--- src/core/vcom_pkg.sv ---
package vcom_pkg;
    // =========================================================================
    // timing
    // =========================================================================
    localparam int unsigned CLK_HZ        = 20_000_000;
    localparam int unsigned DEFAULT_BAUD  = 115200;
    localparam int unsigned BIT_CYCLES    = CLK_HZ / DEFAULT_BAUD;
    localparam int unsigned DATA_BITS     = 8;
    localparam int unsigned FRAME_BITS    = DATA_BITS + 2;
    localparam int unsigned FIFO_DEPTH    = 4;
    localparam int unsigned FIFO_WIDTH    = 8;

    // =========================================================================
    // handshake modes
    // =========================================================================
    typedef enum logic [1:0] {
        HS_DISABLED = 2'b00,
        HS_RTS      = 2'b01,
        HS_CTS      = 2'b10,
        HS_RTSCTS   = 2'b11
    } hs_mode_e;

    localparam hs_mode_e HS_RESET = HS_DISABLED;

    // transmitter states, gray along idle-start-data-stop
    typedef enum logic [1:0] {
        TX_IDLE  = 2'b00,
        TX_START = 2'b01,
        TX_DATA  = 2'b11,
        TX_STOP  = 2'b10
    } tx_state_e;

    typedef struct packed {
        logic       valid;
        logic [7:0] data;
    } byte_s;
endpackage

--- src/core/byte_fifo.sv ---
`timescale 1ns/100ps
module byte_fifo #(
    parameter int WIDTH = 8,
    parameter int DEPTH = 4
) (
    input  wire logic             mclk,
    input  wire logic             reset_n,
    input  wire logic             in_valid,
    output logic                  in_ready,
    input  wire logic [WIDTH-1:0] in_data,
    output logic                  out_valid,
    input  wire logic             out_ready,
    output logic      [WIDTH-1:0] out_data
);
    localparam int AW = (DEPTH > 1) ? $clog2(DEPTH) : 1;

    logic [WIDTH-1:0] mem_r [DEPTH];
    logic [AW-1:0]    wp_r;
    logic [AW-1:0]    rp_r;
    logic [AW:0]      cnt_r;

    wire push = in_valid && in_ready;
    wire pop  = out_valid && out_ready;

    assign in_ready  = (cnt_r != (AW+1)'(DEPTH));
    assign out_valid = (cnt_r != '0);
    assign out_data  = mem_r[rp_r];

    function automatic logic [AW-1:0] inc(input logic [AW-1:0] p);
        inc = (p == AW'(DEPTH - 1)) ? '0 : p + 1'b1;
    endfunction

    always_ff @(posedge mclk or negedge reset_n) begin
        if (!reset_n) begin
            wp_r  <= '0;
            rp_r  <= '0;
            cnt_r <= '0;
        end else begin
            if (push) wp_r <= inc(wp_r);
            if (pop)  rp_r <= inc(rp_r);
            cnt_r <= cnt_r + (AW+1)'(push) - (AW+1)'(pop);
        end
    end

    always_ff @(posedge mclk) begin
        if (push) mem_r[wp_r] <= in_data;
    end
endmodule // byte_fifo

--- src/core/vcom_flow.sv ---
`timescale 1ns/100ps
// Notes on behaviour
// - in rts and rtscts modes clear-to-send drops whenever the receive buffer from the target is full.
// - no new character starts while request-to-send is low in honouring modes.
// - a character already shifting out always finishes; never aborted.
// - disabled mode: clear-to-send undriven, request-to-send ignored.
// - rts mode: clear-to-send driven from buffer full, request-to-send ignored.
// - cts and rtscts gate transmit on request-to-send; cts leaves clear-to-send undriven.
// - rtscts drives clear-to-send from buffer full and gates transmit too.
// - default link 115200 baud, 8N1, handshake disabled.
// - new characters start in either direction only while port enable is asserted; one already under way finishes.
module vcom_flow
    import vcom_pkg::*;
#(
    parameter int BIT_CYC = BIT_CYCLES,
    parameter int DEPTH   = FIFO_DEPTH
) (
    input  wire logic             mclk,
    input  wire logic             reset_n,
    input  wire vcom_pkg::hs_mode_e mode_cfg,
    input  wire logic             port_enable,
    input  wire logic             target_tx_i,
    input  wire logic             target_rts_i,
    output logic                  target_rx_o,
    output logic                  target_cts_o,
    output logic                  target_cts_oe_n,
    input  wire logic             host_tx_valid,
    output logic                  host_tx_ready,
    input  wire logic [7:0]       host_tx_data,
    output logic                  host_rx_valid,
    input  wire logic             host_rx_ready,
    output logic [7:0]            host_rx_data
);
    import vcom_pkg::*;

    localparam int CW = $clog2(BIT_CYC + 1);

    // =========================================================================
    // input synchronisers and mode sampling
    // =========================================================================
    logic [2:0] rx_sy_r;
    logic [2:0] rts_sy_r;
    logic       rx_lvl_r;
    logic       rts_lvl_r;
    hs_mode_e   mode_r;
    logic       live_r;

    always_ff @(posedge mclk or negedge reset_n) begin
        if (!reset_n) begin
            rx_sy_r   <= 3'b111;
            rts_sy_r  <= 3'b000;
            rx_lvl_r  <= 1'b1;
            rts_lvl_r <= 1'b0;
            mode_r    <= HS_RESET;
            live_r    <= 1'b0;
        end else begin
            rx_sy_r   <= {rx_sy_r[1:0], target_tx_i};
            rts_sy_r  <= {rts_sy_r[1:0], target_rts_i};
            if (rx_sy_r[1] == rx_sy_r[2])   rx_lvl_r  <= rx_sy_r[2];
            if (rts_sy_r[1] == rts_sy_r[2]) rts_lvl_r <= rts_sy_r[2];
            mode_r    <= mode_cfg;
            live_r    <= 1'b1;
        end
    end

    wire honour_rts = (mode_r == HS_CTS) || (mode_r == HS_RTSCTS);
    wire drive_cts  = (mode_r == HS_RTS) || (mode_r == HS_RTSCTS);
    wire rts_ok     = !honour_rts || rts_lvl_r;

    // =========================================================================
    // receiver from target into buffer
    // =========================================================================
    logic          rx_busy_r;
    logic [CW-1:0] rx_cnt_r;
    logic [3:0]    rx_bit_r;
    logic [7:0]    rx_sh_r;
    logic          rx_push_r;
    logic          fifo_in_ready;

    wire rx_tick = rx_busy_r && (rx_cnt_r == '0);

    always_ff @(posedge mclk or negedge reset_n) begin
        if (!reset_n) begin
            rx_busy_r <= 1'b0;
            rx_cnt_r  <= '0;
            rx_bit_r  <= '0;
            rx_sh_r   <= '0;
            rx_push_r <= 1'b0;
        end else begin
            rx_push_r <= 1'b0;
            if (!rx_busy_r) begin
                if (port_enable && !rx_lvl_r) begin
                    rx_busy_r <= 1'b1;
                    rx_cnt_r  <= CW'(BIT_CYC / 2);
                    rx_bit_r  <= '0;
                end
            end else if (rx_tick) begin
                rx_cnt_r <= CW'(BIT_CYC - 1);
                rx_bit_r <= rx_bit_r + 4'h1;
                if (rx_bit_r == 4'h0 && rx_lvl_r) begin
                    rx_busy_r <= 1'b0;
                end else if (rx_bit_r == 4'(FRAME_BITS - 1)) begin
                    rx_busy_r <= 1'b0;
                    rx_push_r <= rx_lvl_r;
                end else if (rx_bit_r != 4'h0) begin
                    rx_sh_r <= {rx_lvl_r, rx_sh_r[7:1]};
                end
            end else begin
                rx_cnt_r <= rx_cnt_r - 1'b1;
            end
        end
    end

    byte_fifo #(.WIDTH(FIFO_WIDTH), .DEPTH(DEPTH)) u_rx_fifo (
        .mclk      (mclk),
        .reset_n   (reset_n),
        .in_valid  (rx_push_r),
        .in_ready  (fifo_in_ready),
        .in_data   (rx_sh_r),
        .out_valid (host_rx_valid),
        .out_ready (host_rx_ready),
        .out_data  (host_rx_data)
    );

    // =========================================================================
    // clear-to-send pin
    // =========================================================================
    always_ff @(posedge mclk or negedge reset_n) begin
        if (!reset_n) begin
            target_cts_o    <= 1'b0;
            target_cts_oe_n <= 1'b1;
        end else begin
            target_cts_o    <= fifo_in_ready;
            target_cts_oe_n <= !drive_cts;
        end
    end

    // =========================================================================
    // transmitter toward target
    // =========================================================================
    tx_state_e     tx_st_r;
    logic [CW-1:0] tx_cnt_r;
    logic [2:0]    tx_bit_r;
    logic [7:0]    tx_sh_r;

    wire tx_go   = port_enable && rts_ok;
    wire tx_done = (tx_cnt_r == '0);
    // no byte taken in reset or on the release edge
    assign host_tx_ready = live_r && (tx_st_r == TX_IDLE) && tx_go;

    always_ff @(posedge mclk or negedge reset_n) begin
        if (!reset_n) begin
            tx_st_r     <= TX_IDLE;
            tx_cnt_r    <= '0;
            tx_bit_r    <= '0;
            tx_sh_r     <= '0;
            target_rx_o <= 1'b1;
        end else begin
            tx_cnt_r <= tx_done ? CW'(BIT_CYC - 1) : tx_cnt_r - 1'b1;
            case (tx_st_r)
                TX_IDLE: begin
                    target_rx_o <= 1'b1;
                    tx_cnt_r    <= CW'(BIT_CYC - 1);
                    if (host_tx_valid && host_tx_ready) begin
                        tx_sh_r     <= host_tx_data;
                        target_rx_o <= 1'b0;
                        tx_st_r     <= TX_START;
                    end
                end
                TX_START: if (tx_done) begin
                    target_rx_o <= tx_sh_r[0];
                    tx_sh_r     <= {1'b1, tx_sh_r[7:1]};
                    tx_bit_r    <= '0;
                    tx_st_r     <= TX_DATA;
                end
                TX_DATA: if (tx_done) begin
                    target_rx_o <= tx_sh_r[0];
                    tx_sh_r     <= {1'b1, tx_sh_r[7:1]};
                    tx_bit_r    <= tx_bit_r + 3'h1;
                    if (tx_bit_r == 3'(DATA_BITS - 1)) tx_st_r <= TX_STOP;
                end
                TX_STOP: if (tx_done) begin
                    tx_st_r <= TX_IDLE;
                end
                default: tx_st_r <= TX_IDLE;
            endcase
        end
    end

    // =========================================================================
    // checks
    // =========================================================================
    property p_cts_full;
        @(posedge mclk) disable iff (!reset_n)
        !fifo_in_ready |=> !target_cts_o;
    endproperty
    a_cts_full: assert property (p_cts_full) else $error("cts not dropped");

    property p_rts_gate;
        @(posedge mclk) disable iff (!reset_n)
        (tx_st_r == TX_IDLE && honour_rts && !rts_lvl_r) |=> tx_st_r == TX_IDLE;
    endproperty
    a_rts_gate: assert property (p_rts_gate) else $error("tx started under rts low");

    property p_no_abort;
        @(posedge mclk) disable iff (!reset_n)
        (tx_st_r == TX_START) |=> (tx_st_r == TX_START) || (tx_st_r == TX_DATA);
    endproperty
    a_no_abort: assert property (p_no_abort) else $error("frame aborted");

    property p_undriven;
        @(posedge mclk) disable iff (!reset_n)
        (mode_r == HS_DISABLED || mode_r == HS_CTS) |=> target_cts_oe_n;
    endproperty
    a_undriven: assert property (p_undriven) else $error("cts driven");

    property p_driven;
        @(posedge mclk) disable iff (!reset_n)
        (mode_r == HS_RTS || mode_r == HS_RTSCTS) |=> !target_cts_oe_n;
    endproperty
    a_driven: assert property (p_driven) else $error("cts not driven");

    property p_ignore;
        @(posedge mclk) disable iff (!reset_n)
        (mode_r == HS_RTS && port_enable && live_r && tx_st_r == TX_IDLE) |-> host_tx_ready;
    endproperty
    a_ignore: assert property (p_ignore) else $error("rts not ignored");

    property p_rtscts;
        @(posedge mclk) disable iff (!reset_n)
        (mode_r == HS_RTSCTS && !rts_lvl_r) |-> !host_tx_ready;
    endproperty
    a_rtscts: assert property (p_rtscts) else $error("rtscts tx not gated");

    property p_enable;
        @(posedge mclk) disable iff (!reset_n)
        !port_enable |-> !host_tx_ready;
    endproperty
    a_enable: assert property (p_enable) else $error("tx while disabled");

    property p_mode;
        @(posedge mclk) disable iff (!reset_n)
        reset_n |=> mode_r == $past(mode_cfg);
    endproperty
    a_mode: assert property (p_mode) else $error("mode not sampled");

    c_tx_frame: cover property (@(posedge mclk) tx_st_r == TX_STOP ##1 tx_st_r == TX_IDLE);
    c_rx_push:  cover property (@(posedge mclk) rx_push_r);
    c_full:     cover property (@(posedge mclk) !fifo_in_ready && drive_cts);
    c_rts_hold: cover property (@(posedge mclk) honour_rts && !rts_lvl_r && host_tx_valid);
endmodule // vcom_flow

--- config.mk ---
export PLATFORM = sky130hd
export DESIGN_NAME = vcom_flow
export DESIGN_NICKNAME = d
export VERILOG_FILES = /design/src/core/vcom_pkg.sv /design/src/core/byte_fifo.sv /design/src/core/vcom_flow.sv
export SDC_FILE = /design/constraint.sdc
export NUM_CORES = 1
export LEC_CHECK = 0
export CELL_PAD_IN_SITES_DETAIL_PLACEMENT = 1
export CELL_PAD_IN_SITES_GLOBAL_PLACEMENT = 1
export CORE_MARGIN = 3
export CORE_UTILIZATION = 45
export DETAILED_ROUTE_END_ITERATION = 8
export DONT_BUFFER_PORTS = 1
export PLACE_DENSITY = 0.73
export SLEW_MARGIN = 20
export SYNTH_ARGS = -nofsm -noshare
export SYNTH_HDL_FRONTEND = slang
export SYNTH_SLANG_ARGS = --single-unit
--- constraint.sdc ---
create_clock -name mclk -period 2.08 [get_ports mclk]
set_input_delay 0.208 -clock mclk [delete_from_list [all_inputs] [get_ports mclk]]
set_output_delay 0.208 -clock mclk [all_outputs]
set_load 0.03 [all_outputs]
==> summary.txt <==
Status
  • Run status: finished clean

Setup path
  • WP data arrival: 2.26 ns
  • CP required: 2.33 ns
  • Kind of critical path: flop to flop
  • CP Max Fanout: 2
  • Crit. End Element: flop
  • Critical Path Source Type: flop

Floorplanning
  • DIE AREA: 0.0105 sq mm
  • Starting Density: 47.1%
  • Die X: 102 um
  • Io pins: 30
  • Core area: 0.00885 sq mm
  • Die H: 102 um
  • Rows: 34

Yosys
  • Main synth FF type: dfrtp_1
  • Register area share after synthesis: 61.6%
  • Post-synth EDFFs: 32
  • Count of cell types in the netlist: 53
  • Syn. warnings: 0
  • Synthesized area per cell: 14.0 sq um
  • Cell area after synthesis: 0.00417 sq mm
  • Synth async-reset ratio: 66.7%
  • Cells after synthesis: 297
  • Syn nets: 331
  • FF+latch count, synth: 96

Detailed routing
  • Residual DRC: 0
  • Pre-antenna DRT Iters: 4
  • Drt wl/cell: 17.0 um
  • ANT nets after route: 0
  • Post-Route WL: 7340 um
  • Routed via count: 2,320
  • Via-per-instance ratio: 5.38
  • Initial DRC Count: 60

CTS
  • Clock root buffer master: clkbuf_8
  • CTS tree: built
  • Sink Count: 96
  • Clk slew on worst S/H paths: 0.10 ns
  • Clock Tree Buf Depth: 2
  • PostCTS Resize Cnt: 0
  • Inserted Clock Buffers: 9
  • Clock Latency Late Sink: 0.36 ns
  • H-tree depth: 3

Finish
  • Share of layout cells above drive strength 1: 26.3%
  • Nets@finish: 352
  • # diodes: 0
  • Commonest non-fill, non-tap cell in the layout: dfrtp_1
  • FILL cells: 875
  • Area grow syn2layout: 11.4%
  • Commonest cells after routing, fill and taps aside: 58 x dfrtp_1, 32 x edfxtp_1, 23 x mux2_2

STA
  • Tmin final: 2.01 ns
  • Final count of pins violating max slew: 0
  • Clk_skew: 0.0156 ns
  • Final Hold Viols: 0
  • RSZ-0062 raised after global routing: false
  • Tightest Pin Transition: 0.536 ns
  • Tcrit/Tclk final: 96.5%
  • Max-slew headroom: 64.3%
  • Final setup violation count: 0
  • Maximum clock rate: 498 MHz
  • Hold Slack: 0.0541 ns

Placement
  • Gpl congestion: 0.686
  • Number of port buffers: 0
  • Final HPWL DP: 5030 um

Pwr
  • Lkg Pwr: 1.96 nW
  • Worst IR Drop VDD: 0.476 mV
  • Pwr/cell area: 1020 mW/mm^2
  • Final Power: 4.76 mW

GRT
  • Largest net degree at the start of global routing: 65
  • Number of global-route vias before repair: 2,479
  • Global-route wire length before repair: 12,700 um
  • Initial antenna violation count: 0
  • Tot GR Track Use: 15.9%
  • Total grt overflow: 0

Flow run
  • Total of max-cap violations: 0

Worst hold path
  • Worst hold path class: input port to flop
-- power breakdown --
group	total, mW	leakage, nW	switching [mW]	internal, mW
logic	1.21	0.797	0.614	0.595
clock network	1.09	0.0874	0.652	0.441
registers	2.46	1.07	0.305	2.16
-- critical path, stage by stage (launching register included) --
cell	delay, ns
dfrtp_1	0.38
or3_4	0.41
nand2_4	0.07
inv_2	0.04
ha_4	0.20
inv_2	0.06
ha_4	0.12
inv_2	0.03
fa_2	0.34
xnor2_2	0.14
xnor2_1	0.12
-- cells in the mapped netlist (2+ instances only) --
| master | n | area, sq um |
|---|---|---|
| or3_1 | 2 | 12.5 |
| nor2b_1 | 4 | 25.0 |
| nand3b_1 | 2 | 15.0 |
| xor2_1 | 5 | 43.8 |
| buf_2 | 2 | 10.0 |
| xnor2_1 | 6 | 52.6 |
| nand2_1 | 18 | 67.6 |
| and3_1 | 7 | 43.8 |
| nand4_1 | 3 | 18.8 |
| maj3_1 | 2 | 20.0 |
| dfrtp_1 | 58 | 1450 |
| edfxtp_1 | 32 | 961 |
| nor2_1 | 19 | 71.3 |
| mux2_2 | 23 | 259 |
| mux2i_1 | 3 | 30.0 |
| nand3_1 | 3 | 15.0 |
| nor3_1 | 6 | 30.0 |
| nand2b_1 | 3 | 18.8 |
| a22o_1 | 3 | 26.3 |
| a21oi_1 | 4 | 20.0 |
| clkbuf_1 | 2 | 7.51 |
| mux4_2 | 8 | 180 |
| o21ai_0 | 11 | 55.1 |
| and2_1 | 3 | 18.8 |
| ha_1 | 16 | 200 |
| inv_1 | 19 | 71.3 |
| dfstp_2 | 6 | 158 |
| or2_2 | 2 | 12.5 |
-- logic make-up (layout without fill, tap and decap cells) --
kind of cell | after synthesis | count (layout) | synth area share [%]
AOI/OAI and AO/OA | 31 | 31 | 5.19
xor gates and xnor gates | 11 | 11 | 2.31
adders and majority gates | 19 | 19 | 5.76
buffers and inverters | 24 | 50 | 2.22
DFF | 96 | 96 | 61.6
muxes | 34 | 34 | 11.2
other | 1 | 1 | 0.0899
and+or+nand+nor | 81 | 81 | 11.6
-- final timing paths --
path	start	to	slack, ns	cells after the start
min in group asynchronous	reset_n	tx_sh_r[0]	0.39	2
worst max register to register	u_rx_fifo.cnt_r[0]	u_rx_fifo.cnt_r[2]	0.07	10
worst min register to register	rts_sy_r[0]	rts_sy_r[1]	0.34	0
worst max-delay path	u_rx_fifo.cnt_r[0]	u_rx_fifo.cnt_r[2]	0.07	10
max in group asynchronous	reset_n	rx_sy_r[0]	1.36	2
worst min-delay path	host_tx_data[0]	tx_sh_r[0]	0.05	2
-- metal layers --
layer | wire (um) | GRT usage, % | share of wire (%)
met1 | 3370 | 21.8 | 46
met2 | 3670 | 24.8 | 50
met3 | 222 | 4.44 | 3.0
met4 | 74 | 4.54 | 1.0
met5 | 0 | 0 | 0
-- flip-flops by register name (all words and copies together), names as in the netlist, 3 cells and up --
| name | flops |
|---|---|
| rts_sy_r | 3 |
| rx_bit_r | 4 |
| rx_cnt_r | 8 |
| rx_sh_r | 8 |
| rx_sy_r | 3 |
| tx_bit_r | 3 |
| tx_cnt_r | 8 |
| tx_sh_r | 8 |
| u_rx_fifo.cnt_r | 3 |
| u_rx_fifo.mem_r | 32 |
-- stage by stage --
stage          instance area [sq um]  worst slack (ns)  setup TNS [ns]  cells  utilization [%]
5_1_grt                         4650         0.0000544               0    431             52.5
3_3_place_gp                    4390            0.0576               0    407             49.6
2_1_floorplan                   4220           -0.0323         -0.0323    297                -
3_5_place_dp                    4390           0.00593               0    407             49.6
6_report                        4650            0.0729               0    431             52.5
4_1_cts                         4640            0.0187               0    430             52.4
-- repair_timing --
item / CTS / global route
endpoints found under the hold margin: 68 / 0
hold buffers: 6 / 0
pin swaps: 0 / 3
buffers inserted: 1 / 1
endpoints found under the setup margin: 1 / 1
-- final cells by class --
cell class	instances	area (sq um)	area share, %
inverters	19	71.3	1.53
repair buffers	15	145	3.12
clock inverters	6	41.3	0.889
well taps	108	135	2.91
flip-flops and latches	96	2570	55.3
multi-input cells	177	1560	33.5
clock buffers	10	128	2.75
No activity file was read; power rests on OpenSTA's default activity.
